--- src/common/event_bank_pkg.sv ---
// package for the host interrupt event bank: offsets, bit positions, carriers
package event_bank_pkg;

  // ---------------------------------------------------------------------------
  // register map (byte addresses)
  // ---------------------------------------------------------------------------
  localparam logic [7:0] ADDR_EVENT_SET   = 8'h80;
  localparam logic [7:0] ADDR_EVENT_CLEAR = 8'h84;
  localparam logic [7:0] ADDR_EVENT_MASK  = 8'h88;
  localparam logic [7:0] ADDR_LINK_CTRL   = 8'h8c;
  localparam logic [7:0] ADDR_HC_CTRL     = 8'h90;
  localparam logic [7:0] ADDR_CYCLE_TIMER = 8'h94;

  // ---------------------------------------------------------------------------
  // event bit positions
  // ---------------------------------------------------------------------------
  localparam int BIT_RSVD31        = 31;
  localparam int BIT_EEPROM_DONE   = 30;
  localparam int BIT_SOFTWARE      = 29;
  localparam int BIT_RSVD28        = 28;
  localparam int BIT_TARDY_ACK     = 27;
  localparam int BIT_PHY_BYTE      = 26;
  localparam int BIT_OVERLONG      = 25;
  localparam int BIT_FATAL_HALT    = 24;
  localparam int BIT_MISMATCH      = 23;
  localparam int BIT_MISSED_CYCLE  = 22;
  localparam int EVENT_LO          = 22;
  localparam int EVENT_HI          = 31;
  localparam int NUM_EVENTS        = 10;

  localparam logic [31:0] EVENT_IMPL_MASK = 32'h6fc0_0000;
  localparam logic [31:0] EVENT_RESET     = 32'h0000_0000;
  localparam logic [31:0] MASK_RESET      = 32'h0000_0000;
  localparam logic [31:0] LINK_CTRL_RESET = 32'h0000_0000;
  localparam logic [31:0] HC_CTRL_RESET   = 32'h0000_0000;

  // ---------------------------------------------------------------------------
  // control fields
  // ---------------------------------------------------------------------------
  localparam int BIT_CYCLE_ROOT    = 21;
  localparam int BIT_TARDY_ENABLE  = 0;
  localparam int SEC_HI            = 31;
  localparam int SEC_LO            = 25;
  localparam int CNT_HI            = 24;
  localparam int CNT_LO            = 12;

  // ---------------------------------------------------------------------------
  // timing
  // ---------------------------------------------------------------------------
  localparam int CLK_MHZ           = 100;
  localparam int OVERLONG_US       = 125;
  localparam int OVERLONG_CYCLES   = OVERLONG_US * CLK_MHZ;

  // ---------------------------------------------------------------------------
  // carriers
  // ---------------------------------------------------------------------------
  typedef struct packed {
    logic       eeprom_done;
    logic       rx_fifo_pending;
    logic       phy_resp_busy;
    logic       ack_tardy_sent;
    logic       phy_byte_received;
    logic       cycle_start_tx;
    logic       subaction_gap_end;
    logic       context_halt;
    logic       cycle_start_rx;
    logic [6:0] rx_seconds;
    logic [12:0] rx_count;
    logic       arb_reset_gap;
  } event_src_t;

  typedef struct packed {
    logic        read;
    logic        write;
    logic [7:0]  address;
    logic [31:0] writedata;
  } avmm_req_t;

endpackage : event_bank_pkg

--- src/hw/host_interrupt_event_bank.sv ---
// host interrupt event bank with avalon-mm register slave
//
// Local design decision: register access over Avalon-MM.
`timescale 1ns/10ps

// Operation
// - rising source edge or set-write sets bit
// - only clear-port write of one clears
// - set port read returns raw events
// - clear port read returns events and mask
// - bits 31 and 28 read zero
// - eeprom read done raises bit 30
// - bit 29 software only
// - tardy enable gates three tardy causes
// - phy byte arrival sets bit 26
// - cycle root: over 125us sets bit 25
// - overlong cycle clears cycle root enable
// - subunit halt sets bit 24
// - halt blocks the tardy ack event (bit 27) only
// - cycle start field mismatch sets bit 23
// - no cycle start between syncs sets 22
// - predicted loss may set bit 22 early
// - count lsb toggle makes cycle sync
module host_interrupt_event_bank
  import event_bank_pkg::*;
#(
  parameter int OVERLONG_LIMIT = OVERLONG_CYCLES
) (
  // clock and reset
  input  wire logic                        clk,
  input  wire logic                        srst,
  // avalon-mm slave
  input  wire event_bank_pkg::avmm_req_t   avm_req,
  output logic [31:0]                      avm_readdata,
  output logic                             avm_waitrequest,
  // event sources from the controller
  input  wire event_bank_pkg::event_src_t  src,
  // local cycle timer from the controller's timer
  input  wire logic [31:0]                 cycle_timer,
  // outputs
  output logic                             irq,
  output logic                             cycle_root_enable,
  output logic                             tardy_ack_enable,
  output logic                             cycle_sync_event
);
  import event_bank_pkg::*;

  // ---------------------------------------------------------------------------
  // state
  // ---------------------------------------------------------------------------
  logic [31:0] event_latch_register, event_latch_next;
  logic [31:0] event_mask_register,  event_mask_next;
  logic [31:0] link_ctrl_reg,        link_ctrl_next;
  logic [31:0] hc_ctrl_reg,          hc_ctrl_next;
  logic [31:0] rdata_reg,            rdata_next;
  logic        ack_reg,              ack_next;
  logic        wait_reg,             wait_next;
  logic        irq_reg,              irq_next;
  logic        sync_reg,             sync_next;
  event_src_t  src_q_reg;
  logic [31:0] hw_level;
  logic [31:0] hw_prev_reg;
  logic [31:0] hw_rise;
  logic        cnt_lsb_reg;
  logic        overlong_run_reg,     overlong_run_next;
  logic [31:0] overlong_cnt_reg,     overlong_cnt_next;
  logic        seen_start_reg,       seen_start_next;
  logic        first_gap_reg,        first_gap_next;
  logic        overlong_hit;
  logic        missed_hit;
  logic        mismatch_hit;
  logic        sync_pulse;

  // writes land on the edge that sees waitrequest low, reads are fetched one edge earlier
  wire logic   wr_en  = avm_req.write & ack_reg;
  wire logic   rd_en  = avm_req.read  & ~ack_reg;
  wire logic   wr_set = wr_en && avm_req.address == ADDR_EVENT_SET;
  wire logic   wr_clr = wr_en && avm_req.address == ADDR_EVENT_CLEAR;

  // ---------------------------------------------------------------------------
  // cycle sync and cycle supervision
  // ---------------------------------------------------------------------------
  assign sync_pulse   = cycle_timer[CNT_LO] != cnt_lsb_reg;
  assign mismatch_hit = src_q_reg.cycle_start_rx &&
                        ({src_q_reg.rx_seconds, src_q_reg.rx_count} !=
                         cycle_timer[SEC_HI:CNT_LO]);
  assign overlong_hit = overlong_run_reg && link_ctrl_reg[BIT_CYCLE_ROOT] &&
                        overlong_cnt_reg >= 32'(OVERLONG_LIMIT);
  // lost on sync without start, or predicted after first gap / arb reset gap
  assign missed_hit   = (sync_pulse && !seen_start_reg) ||
                        (!seen_start_reg && !first_gap_reg &&
                         src_q_reg.subaction_gap_end && !src_q_reg.cycle_start_rx) ||
                        (!seen_start_reg && src_q_reg.arb_reset_gap);

  always_comb begin
    overlong_run_next = overlong_run_reg;
    overlong_cnt_next = overlong_cnt_reg;
    seen_start_next   = seen_start_reg;
    first_gap_next    = first_gap_reg;
    if (src_q_reg.cycle_start_tx) begin
      overlong_run_next = 1'b1;
      overlong_cnt_next = 32'h0000_0000;
    end else if (overlong_run_reg) begin
      overlong_cnt_next = overlong_cnt_reg + 32'h0000_0001;
      if (src_q_reg.subaction_gap_end || overlong_hit) begin
        overlong_run_next = 1'b0;
      end
    end
    if (src_q_reg.subaction_gap_end) begin
      first_gap_next = 1'b1;
    end
    if (src_q_reg.cycle_start_tx || src_q_reg.cycle_start_rx) begin
      seen_start_next = 1'b1;
    end
    if (sync_pulse) begin
      seen_start_next = 1'b0;
      first_gap_next  = 1'b0;
    end
  end

  // ---------------------------------------------------------------------------
  // event levels and edge detection
  // ---------------------------------------------------------------------------
  always_comb begin
    hw_level                   = 32'h0000_0000;
    hw_level[BIT_EEPROM_DONE]  = src_q_reg.eeprom_done;
    hw_level[BIT_TARDY_ACK]    = hc_ctrl_reg[BIT_TARDY_ENABLE] &
                                 (src_q_reg.rx_fifo_pending | src_q_reg.phy_resp_busy |
                                  src_q_reg.ack_tardy_sent);
    hw_level[BIT_PHY_BYTE]     = src_q_reg.phy_byte_received;
    hw_level[BIT_OVERLONG]     = overlong_hit;
    hw_level[BIT_FATAL_HALT]   = src_q_reg.context_halt;
    hw_level[BIT_MISMATCH]     = mismatch_hit;
    hw_level[BIT_MISSED_CYCLE] = missed_hit;
  end

  // bit 29 has no hardware source, so its level stays zero
  assign hw_rise = hw_level & ~hw_prev_reg & EVENT_IMPL_MASK;

  // ---------------------------------------------------------------------------
  // event latch, mask and control registers
  // ---------------------------------------------------------------------------
  always_comb begin
    logic [31:0] gated;
    gated = hw_rise;
    // halted contexts are the transfer sources; of their events only the tardy ack is held off
    if (event_latch_register[BIT_FATAL_HALT]) begin
      gated[BIT_TARDY_ACK] = 1'b0;
    end
    event_latch_next    = event_latch_register;
    event_mask_next     = event_mask_register;
    link_ctrl_next      = link_ctrl_reg;
    hc_ctrl_next        = hc_ctrl_reg;
    if (wr_clr) begin
      event_latch_next = event_latch_register & ~avm_req.writedata;
    end
    // set wins over a clear in the same cycle
    event_latch_next = (event_latch_next | gated |
                        (wr_set ? avm_req.writedata : 32'h0000_0000)) &
                       EVENT_IMPL_MASK;
    if (wr_en && avm_req.address == ADDR_EVENT_MASK) begin
      event_mask_next = avm_req.writedata & EVENT_IMPL_MASK;
    end
    if (wr_en && avm_req.address == ADDR_LINK_CTRL) begin
      link_ctrl_next = avm_req.writedata & (32'h0000_0001 << BIT_CYCLE_ROOT);
    end
    if (overlong_hit) begin
      link_ctrl_next[BIT_CYCLE_ROOT] = 1'b0;
    end
    if (wr_en && avm_req.address == ADDR_HC_CTRL) begin
      hc_ctrl_next = avm_req.writedata & (32'h0000_0001 << BIT_TARDY_ENABLE);
    end
  end

  // ---------------------------------------------------------------------------
  // bus answer: one wait cycle, then ack
  // ---------------------------------------------------------------------------
  always_comb begin
    ack_next   = (avm_req.read | avm_req.write) & ~ack_reg;
    wait_next  = ~ack_next;
    rdata_next = rdata_reg;
    if (rd_en) begin
      unique case (avm_req.address)
        ADDR_EVENT_SET:   rdata_next = event_latch_register;
        ADDR_EVENT_CLEAR: rdata_next = event_latch_register & event_mask_register;
        ADDR_EVENT_MASK:  rdata_next = event_mask_register;
        ADDR_LINK_CTRL:   rdata_next = link_ctrl_reg;
        ADDR_HC_CTRL:     rdata_next = hc_ctrl_reg;
        ADDR_CYCLE_TIMER: rdata_next = cycle_timer;
        default:          rdata_next = 32'h0000_0000;
      endcase
    end
    irq_next  = |(event_latch_next & event_mask_next);
    sync_next = sync_pulse;
  end

  always_ff @(posedge clk) begin
    if (srst) begin
      event_latch_register <= EVENT_RESET;
      event_mask_register  <= MASK_RESET;
      link_ctrl_reg        <= LINK_CTRL_RESET;
      hc_ctrl_reg          <= HC_CTRL_RESET;
      rdata_reg            <= 32'h0000_0000;
      ack_reg              <= 1'b0;
      wait_reg             <= 1'b1;
      irq_reg              <= 1'b0;
      sync_reg             <= 1'b0;
      src_q_reg            <= '0;
      hw_prev_reg          <= 32'h0000_0000;
      // follow the live count bit so leaving reset makes no false sync
      cnt_lsb_reg          <= cycle_timer[CNT_LO];
      overlong_run_reg     <= 1'b0;
      overlong_cnt_reg     <= 32'h0000_0000;
      seen_start_reg       <= 1'b1;
      first_gap_reg        <= 1'b1;
    end else begin
      event_latch_register <= event_latch_next;
      event_mask_register  <= event_mask_next;
      link_ctrl_reg        <= link_ctrl_next;
      hc_ctrl_reg          <= hc_ctrl_next;
      rdata_reg            <= rdata_next;
      ack_reg              <= ack_next;
      wait_reg             <= wait_next;
      irq_reg              <= irq_next;
      sync_reg             <= sync_next;
      src_q_reg            <= src;
      hw_prev_reg          <= hw_level;
      cnt_lsb_reg          <= cycle_timer[CNT_LO];
      overlong_run_reg     <= overlong_run_next;
      overlong_cnt_reg     <= overlong_cnt_next;
      seen_start_reg       <= seen_start_next;
      first_gap_reg        <= first_gap_next;
    end
  end

  assign avm_readdata      = rdata_reg;
  assign avm_waitrequest   = wait_reg;
  assign irq               = irq_reg;
  assign cycle_root_enable = link_ctrl_reg[BIT_CYCLE_ROOT];
  assign tardy_ack_enable  = hc_ctrl_reg[BIT_TARDY_ENABLE];
  assign cycle_sync_event  = sync_reg;

  // ---------------------------------------------------------------------------
  // assertions
  // ---------------------------------------------------------------------------
  property p_set_edge;
    @(posedge clk) disable iff (srst)
      (hw_rise[BIT_PHY_BYTE] && !event_latch_register[BIT_FATAL_HALT]) |=>
        event_latch_register[BIT_PHY_BYTE];
  endproperty
  a_set_edge: assert property (p_set_edge) else $error("phy byte edge not latched");

  property p_clear_only;
    @(posedge clk) disable iff (srst)
      (event_latch_register[BIT_SOFTWARE] && !wr_clr) |=> event_latch_register[BIT_SOFTWARE];
  endproperty
  a_clear_only: assert property (p_clear_only) else $error("event bit lost without clear");

  property p_read_set;
    @(posedge clk) disable iff (srst)
      (rd_en && avm_req.address == ADDR_EVENT_SET) |=>
        (avm_readdata == $past(event_latch_register)) && !avm_waitrequest;
  endproperty
  a_read_set: assert property (p_read_set) else $error("set port read wrong");

  property p_read_clear;
    @(posedge clk) disable iff (srst)
      (rd_en && avm_req.address == ADDR_EVENT_CLEAR) |=>
        avm_readdata == ($past(event_latch_register) & $past(event_mask_register));
  endproperty
  a_read_clear: assert property (p_read_clear) else $error("clear port read not masked");

  property p_reserved;
    @(posedge clk) disable iff (srst)
      !event_latch_register[BIT_RSVD31] && !event_latch_register[BIT_RSVD28];
  endproperty
  a_reserved: assert property (p_reserved) else $error("reserved event bit set");

  property p_soft_only;
    @(posedge clk) disable iff (srst)
      (!event_latch_register[BIT_SOFTWARE] && !wr_set) |=> !event_latch_register[BIT_SOFTWARE];
  endproperty
  a_soft_only: assert property (p_soft_only) else $error("software bit set by hardware");

  property p_tardy_gate;
    @(posedge clk) disable iff (srst)
      (!hc_ctrl_reg[BIT_TARDY_ENABLE] && !event_latch_register[BIT_TARDY_ACK] && !wr_set)
        |=> !event_latch_register[BIT_TARDY_ACK];
  endproperty
  a_tardy_gate: assert property (p_tardy_gate) else $error("tardy set while disabled");

  property p_halt_block;
    @(posedge clk) disable iff (srst)
      (event_latch_register[BIT_FATAL_HALT] && !event_latch_register[BIT_TARDY_ACK] && !wr_set)
        |=> !event_latch_register[BIT_TARDY_ACK];
  endproperty
  a_halt_block: assert property (p_halt_block) else $error("tardy set during halt");

  property p_overlong_clears_root;
    @(posedge clk) disable iff (srst)
      overlong_hit |=> !cycle_root_enable ##1 event_latch_register[BIT_OVERLONG];
  endproperty
  a_overlong_clears_root: assert property (p_overlong_clears_root)
    else $error("overlong cycle did not clear root enable");

  property p_sync_toggle;
    @(posedge clk) disable iff (srst)
      $changed(cycle_timer[CNT_LO]) |=> cycle_sync_event;
  endproperty
  a_sync_toggle: assert property (p_sync_toggle) else $error("cycle sync missing");

  property p_irq_level;
    @(posedge clk) disable iff (srst)
      ##1 (irq == |($past(event_latch_next) & $past(event_mask_next)));
  endproperty
  a_irq_level: assert property (p_irq_level) else $error("interrupt level wrong");

endmodule : host_interrupt_event_bank

--- config.mk ---
export PLATFORM = sky130hd
export DESIGN_NAME = host_interrupt_event_bank
export DESIGN_NICKNAME = d
export VERILOG_FILES = /design/src/common/event_bank_pkg.sv /design/src/hw/host_interrupt_event_bank.sv
export SDC_FILE = /design/constraint.sdc
export NUM_CORES = 1
export LEC_CHECK = 0
export BUFFER_PORTS_ARGS = -buffer_cell sky130_fd_sc_hd__clkbuf_2
export CAP_MARGIN = 20
export CELL_PAD_IN_SITES_DETAIL_PLACEMENT = 0
export CELL_PAD_IN_SITES_GLOBAL_PLACEMENT = 2
export CORE_UTILIZATION = 31
export CTS_CLUSTER_DIAMETER = 30
export CTS_CLUSTER_SIZE = 10
export DETAILED_ROUTE_END_ITERATION = 12
export GPL_TIMING_DRIVEN = 0
export HOLD_SLACK_MARGIN = 0.12
export PLACE_DENSITY_LB_ADDON = 0.08
export RECOVER_POWER = 100
export SLEW_MARGIN = 20
export SYNTH_ARGS = -nofsm -noshare
export SYNTH_HDL_FRONTEND = slang
export SYNTH_SLANG_ARGS = --single-unit
--- constraint.sdc ---
create_clock -name clk -period 3.45 [get_ports clk]
set_input_delay 1.035 -clock clk [delete_from_list [all_inputs] [get_ports clk]]
set_output_delay 1.035 -clock clk [all_outputs]
set_load 0.02 [all_outputs]
==> impl_results.md, run 1 <==
* FF/Latch Area at 2540 µm²
* CP endpoint kind: register
* Max Slew Vio Count at 0
* Area of the multi-input gates at between 2000 and 2500 µm²
* Mapped Avg Cell Area at 9.14 µm²
* Cells on Worst Hold Path at 2
* Clk buf depth at 2
* Syn Nets at 675
* Setup ws final at 156 ps
* Area delta synth->final at 26.4%
* Outcome: complete, no violations
* Clock skew at 7.83 ps
* Least-Margin Pin Slew at 1050 ps
* RSZ-0062 raised after global routing: no
* Sinks on Clock Net at roughly 130
* Reg2reg path depth at 7
* Post-Layout Cell Count at 933
* Worst hold endpoint: avm_readdata[12]
* Clock Latency Late Sink at a little over 400 ps
* Critical path fanouts, max at 9
* Root buf cell: clkbuf_16
* Worst EP required at about 3700 ps
* Setup violators final at 0
* Clk slew on worst S/H paths at 50 ps
* Synth Instances at 567
* CTS resizes at 0
* Antenna cells at 0
* Placed cell count at 903
* Hold_sp: avm_readdata[12]
* Number of CTS-inserted buffers at 17
* Crit Path Class: in2reg
* Max-Cap Viols at 0
* DRT Wirelength at between 10 and 15 mm
* Crit share post-route at approximately 95%
* Seq/Total Area, Yosys at 49.1%
* Synth area leaders: dfxtp_1 (49%), xor2_1 (6.3%), nor2_1 (4.6%)
* Leading area contributor after synthesis: dfxtp_1
* CTS tree: yes
* Post-synth EDFFs at 0
* Post-route ant nets at 0
* Area fraction of the dominant cell type after synthesis at 49.1%
* Total die area at 17200 µm²
* Synth cell types at 53
* Setup bufs post-CTS at 0
* Final Util at between 40% and 50%
* Number of global-route vias before repair at 4422
* Worst VDD drop at approximately 330 µV
* Total grt overflow at 0
* First-pass GRT wire length at approximately 24 mm
* Primary FF master, synth: dfxtp_1
* R2R setup slack at roughly 830 ps
* YS warnings at 0
* Via density at about 4.8
* Pre-CTS WS at 31.9 ps
* FILL cells at 1709
* Layout cells sized above 1 at 18.0%
* Most frequent cells in the layout: dfxtp_1 (127), clkbuf_2 (81), clkbuf_1 (65), nor2_1 (64), a21oi_1 (42)
* Min Tclk post-route at ~3300 ps
* Initial DRC count at 213
* Largest net degree at the start of global routing at 17
* Net count, final at 814
* Std cell rows at 46
* Worst slew margin at 29.6%
* Arrival time at the worst endpoint at 3550 ps
* Floorplan die height at roughly 130 µm
* Router iterations before antenna repair at 4
* Commonest non-fill, non-tap cell in the layout: dfxtp_1
* Global-route usage over all layers at 17.8%
* Post-DP HPWL at roughly 11 mm
* End of the worst register-to-register path: overlong_cnt_reg[31]
* Max Freq at around 300 MHz
* Post-synthesis cell area at 5180 µm²
* DR WL/cell at 15.9 µm
* # DRC at 0
* P per Cell Area at ~530 nW/µm²
* H-tree depth at 4
* Core region area at 16100 µm²
* Leakage power at 2.55 nW
* GPL Wtd Cong at 0.772
* Crit Reg-Reg Startpoint: overlong_run_reg
* Cts hold-fix bufs at 0
* Vias at 4464
* Starting density of the core at 32.1%
* Hold WC Path Type: reg2reg
* Die width at 131 µm
* Fin Setup TNS at 0 ps
* FF+latch count, synth at 127
* Ys async rst share at 0%
* I/O pins at 143
* Initial antenna violation count at 0
* I/O Buffers at 120
* CP startpoint kind: input port
* Final hold violation count at 0
## critical path, stage by stage
cell      delay (ps)
clkbuf_2         120
nor4b_2          900
nand4_4          350
mux2_2           380
a22o_1           240
o41ai_2          310
o221ai_1         200
## routing by layer
layer,GRT usage [%],vias up,wire (µm)
met3,4.51,15,565
li1,-,2253,-
met4,7.30,0,227
met5,0,-,0
met2,29.1,99,7020
met1,22.4,2097,7000
## cell usage after synthesis, types with 10 or more instances
| master | instances |
|---|---|
| nand3_1 | 35 |
| nor2_1 | 64 |
| nand4_1 | 15 |
| nand2_1 | 41 |
| nor4_1 | 10 |
| inv_1 | 13 |
| xnor2_1 | 15 |
| nor3_1 | 15 |
| clkbuf_1 | 21 |
| nor2b_1 | 37 |
| xor2_1 | 37 |
| dfxtp_1 | 127 |
| a21oi_1 | 42 |
## worst max path at each step
stage / start / endpoint / slack, ps / cells after the start
2_1_floorplan: avm_req[37] / irq / 620 / 6
3_3_place_gp: avm_req[36] / irq / 2 / 7
3_5_place_dp: avm_req[35] / avm_readdata[12] / 30 / 8
4_1_cts: avm_req[35] / avm_readdata[12] / 410 / 8
5_1_grt: avm_req[36] / irq / 90 / 7
6_report: avm_req[36] / irq / 160 / 7
## power breakdown
part / switching [mW] / internal, mW / total [mW]
combinational: 0.125 / 0.0843 / 0.209
sequential: 0.0171 / 1.50 / 1.52
clock: 0.613 / 1.13 / 1.74
## per-stage QoR
step | power, mW | hold WS (ps) | cell area, µm²
5_1_grt | 3.60 | 473 | 6550
4_1_cts | 3.52 | 452 | 6620
2_1_floorplan | 1.65 | 428 | 5180
6_report | 3.47 | 449 | 6550
3_5_place_dp | 1.76 | 446 | 6050
3_3_place_gp | 1.76 | 438 | 6050
## kinds of logic (layout without fill, tap and decap cells)
family,Yosys count,count (layout),share of synthesized area (%)
buf+inv,40,190,3.33
simple gates,251,251,25.4
xor+xnor,52,52,8.79
compound gates,81,81,10.1
fa+ha+maj,2,2,0.483
flops,127,127,49.1
mux,14,14,2.83
## layout make-up
cell class / count / share of cell area [%]
Timing Repair Buffer: 120 / 8.40
Clock buffer: 23 / 7.45
Inverter: 13 / 0.745
Tap cell: 216 / 4.13
Sequential cell: 127 / 38.8
Clock inverter: 7 / 1.30
Multi-Input combinational cell: 400 / 37.4
Buffer: 27 / 1.72
Note: power is estimated with default switching activity, not from simulation.
==> inputs of run 2 (changes only) <==
--- a/config.mk
+++ b/config.mk
@@ -9,12 +9,12 @@
 export CAP_MARGIN = 20
 export CELL_PAD_IN_SITES_DETAIL_PLACEMENT = 0
 export CELL_PAD_IN_SITES_GLOBAL_PLACEMENT = 2
-export CORE_UTILIZATION = 31
+export CORE_UTILIZATION = 32
+export CTS_BUF_LIST = sky130_fd_sc_hd__clkbuf_8
 export CTS_CLUSTER_DIAMETER = 30
 export CTS_CLUSTER_SIZE = 10
 export DETAILED_ROUTE_END_ITERATION = 12
 export GPL_TIMING_DRIVEN = 0
-export HOLD_SLACK_MARGIN = 0.12
 export PLACE_DENSITY_LB_ADDON = 0.08
 export RECOVER_POWER = 100
 export SLEW_MARGIN = 20
==> run 2 against run 1 <==
Global-route usage up 0.33 points. Sequential share of layout area up 0.79 points. Non-clock buffer count unchanged. Fmax up 8.9%. Combinational power about the same. Register-to-register slack worse by 70 ps. Clock-buffer cell count down 1. Routed wire length down 1.1%. Largest power group is now sequential cells. First-iteration DRC count down 23%. Via count down 1.1%. Largest cell class unchanged. Clock skew up 3.9 ps.
==> impl_results.md, run 2 (synthesized netlist as in run 1, its figures left out) <==
* CP startpoint kind: input port
* Arrival time at the worst endpoint at 3310 ps (-240 ps)
* GPL Wtd Cong at 0.785 (+1.6%)
* FF/Latch Area at 2540 µm² (unchanged)
* FILL cells at 1632 (-4.5%)
* Pre-CTS WS at 47.8 ps (+15.9 ps)
* Final hold violation count at 0 (unchanged)
* Total grt overflow at 0 (unchanged)
* CP endpoint kind: register
* Number of CTS-inserted buffers at 17 (unchanged)
* CTS tree: yes
* Starting density of the core at 32.7% (+0.58 points)
* Setup ws final at 425 ps (+269 ps)
* Crit share post-route at 87.7% (-7.8 points)
* Hold slack final at 452 ps (+2.59 ps)
* Global-route usage over all layers at 18.2% (+0.33 points)
* Least-Margin Pin Slew at 1030 ps (-27.5 ps)
* Core region area at 15800 µm² (-1.8%)
* Hold WC Path Type: reg2reg
* Cts hold-fix bufs at 0 (unchanged)
* Max Slew Vio Count at 0 (unchanged)
* Commonest non-fill, non-tap cell in the layout: dfxtp_1
* P per Cell Area at 492 nW/µm² (-7.0%)
* Seq pwr share at 48.0% (+4.2 points)
* Worst VDD drop at 206 µV (-38%)
* Total die area at 16700 µm² (-3.1%)
* Antenna cells at 0 (unchanged)
* Via density at 4.73 (-1.2%)
* CTS resizes at 0 (unchanged)
* Clk slew on worst S/H paths at 70 ps (+20 ps)
* Post-DP HPWL at 11.0 mm (about the same)
* Std cell rows at 46 (unchanged)
* Worst EP required at 3740 ps (+40 ps)
* Layout cells sized above 1 at 17.1% (-0.86 points)
* DRT Wirelength at 14.6 mm (-1.1%)
* DR WL/cell at 15.7 µm (-1.2%)
* Post-route ant nets at 0 (unchanged)
* Clock Power Share at 45.4% (-4.7 points)
* Setup bufs post-CTS at 0 (unchanged)
* I/O pins at 143 (unchanged)
* Leakage power at 2.50 nW (-1.9%)
* Initial antenna violation count at 0 (unchanged)
* Router iterations before antenna repair at 4 (unchanged)
* Initial DRC count at 164 (-23%)
* H-tree depth at 4 (unchanged)
* First-pass GRT wire length at 22.4 mm (-4.8%)
* I/O Buffers at 120 (unchanged)
* Die width at 129 µm (-1.6%)
* # DRC at 0 (unchanged)
* Area of the multi-input gates at 2450 µm² (about the same)
* Max Freq at 331 MHz (+8.9%)
* Int Pwr at 2.45 mW (-9.5%)
* Net Sw Frac at 22.3% (+0.54 points)
* Vias at 4416 (-1.1%)
* Area delta synth->final at 23.9%
* Clock Latency Late Sink at 450 ps (+40 ps)
* Largest net degree at the start of global routing at 17 (unchanged)
* Fin Setup TNS at 0 ps (unchanged)
* RSZ-0062 raised after global routing: no
* Most frequent cells in the layout: dfxtp_1 (127), clkbuf_2 (79), clkbuf_1 (64), nor2_1 (64), a21oi_1 (42)
* Clock skew at 11.7 ps (+3.90 ps)
* Sinks on Clock Net at 127 (unchanged)
* Outcome: complete, no violations
* Min Tclk post-route at 3020 ps (-269 ps)
* Root buf cell: clkbuf_8
* Power, Total at 3.16 mW (-8.9%)
* Worst slew margin at 30.9% (+1.4 points)
* Floorplan die height at 129 µm (-1.6%)
* Crit Path Class: in2reg
* Net Sw Power at 705 µW (-6.6%)
* Number of global-route vias before repair at 4300 (-2.8%)
* Critical path fanouts, max at 9 (unchanged)
* Max-Cap Viols at 0 (unchanged)
* Comb power frac at 6.6% (+0.6 points)
* Setup violators final at 0 (unchanged)
* Clk buf depth at 2 (unchanged)
* Net count, final at 814 (unchanged)
run 2: area by class of cell:
class / instances / share of cell area (%)
multi-input combinational: 400 / 38.2
tap: 216 / 4.21
inverter: 13 / 0.760
timing repair buffer: 120 / 8.56
clock buffer: 22 / 4.72
clock inverter: 9 / 2.18
buffer: 27 / 1.75
sequential: 127 / 39.6
run 2: path summary, 6_finish.rpt:
check	end	slack [ps]	depth (start not counted)	from
worst max register to register	overlong_cnt_reg[31]	760	7	overlong_run_reg
worst min register to register	avm_readdata[5]	450	2	avm_readdata[5]
worst min-delay path	avm_readdata[5]	450	2	avm_readdata[5]
worst max-delay path	irq	430	7	avm_req[36]
run 2: routing by layer:
metal / vias to the layer above / track usage, % / part of all wire [%]
li1: 2241 / - / -
met5: - / 0 / 0
met2: 110 / 30.9 / 48
met3: 16 / 4.95 / 5.7
met1: 2049 / 22.3 / 45
met4: 0 / 5.81 / 1.2
run 2: power groups by stage:
stage | clock (mW) | combinational, mW | sequential [mW]
6_report | 1.43 | 0.208 | 1.52
5_1_grt | 1.54 | 0.231 | 1.52
4_1_cts | 1.47 | 0.216 | 1.52
3_5_place_dp | 0 | 0.215 | 1.55
3_3_place_gp | 0 | 0.214 | 1.55
2_1_floorplan | 0 | 0.106 | 1.55
run 2: worst max-delay path, cell delays in order:
cell,delay [ps]
clkbuf_1,150
nor4b_4,600
nand4_4,310
mux2_1,410
a22o_1,220
o41ai_1,360
o221ai_1,210
run 2: stage by stage:
step                util [%]  area [µm²]  cells
floorplan                  -        5180    567
global placement        38.2        6050    903
detailed placement      38.2        6050    903
CTS                     41.0        6490    934
global route            40.6        6420    934
finish                  40.6        6420    934
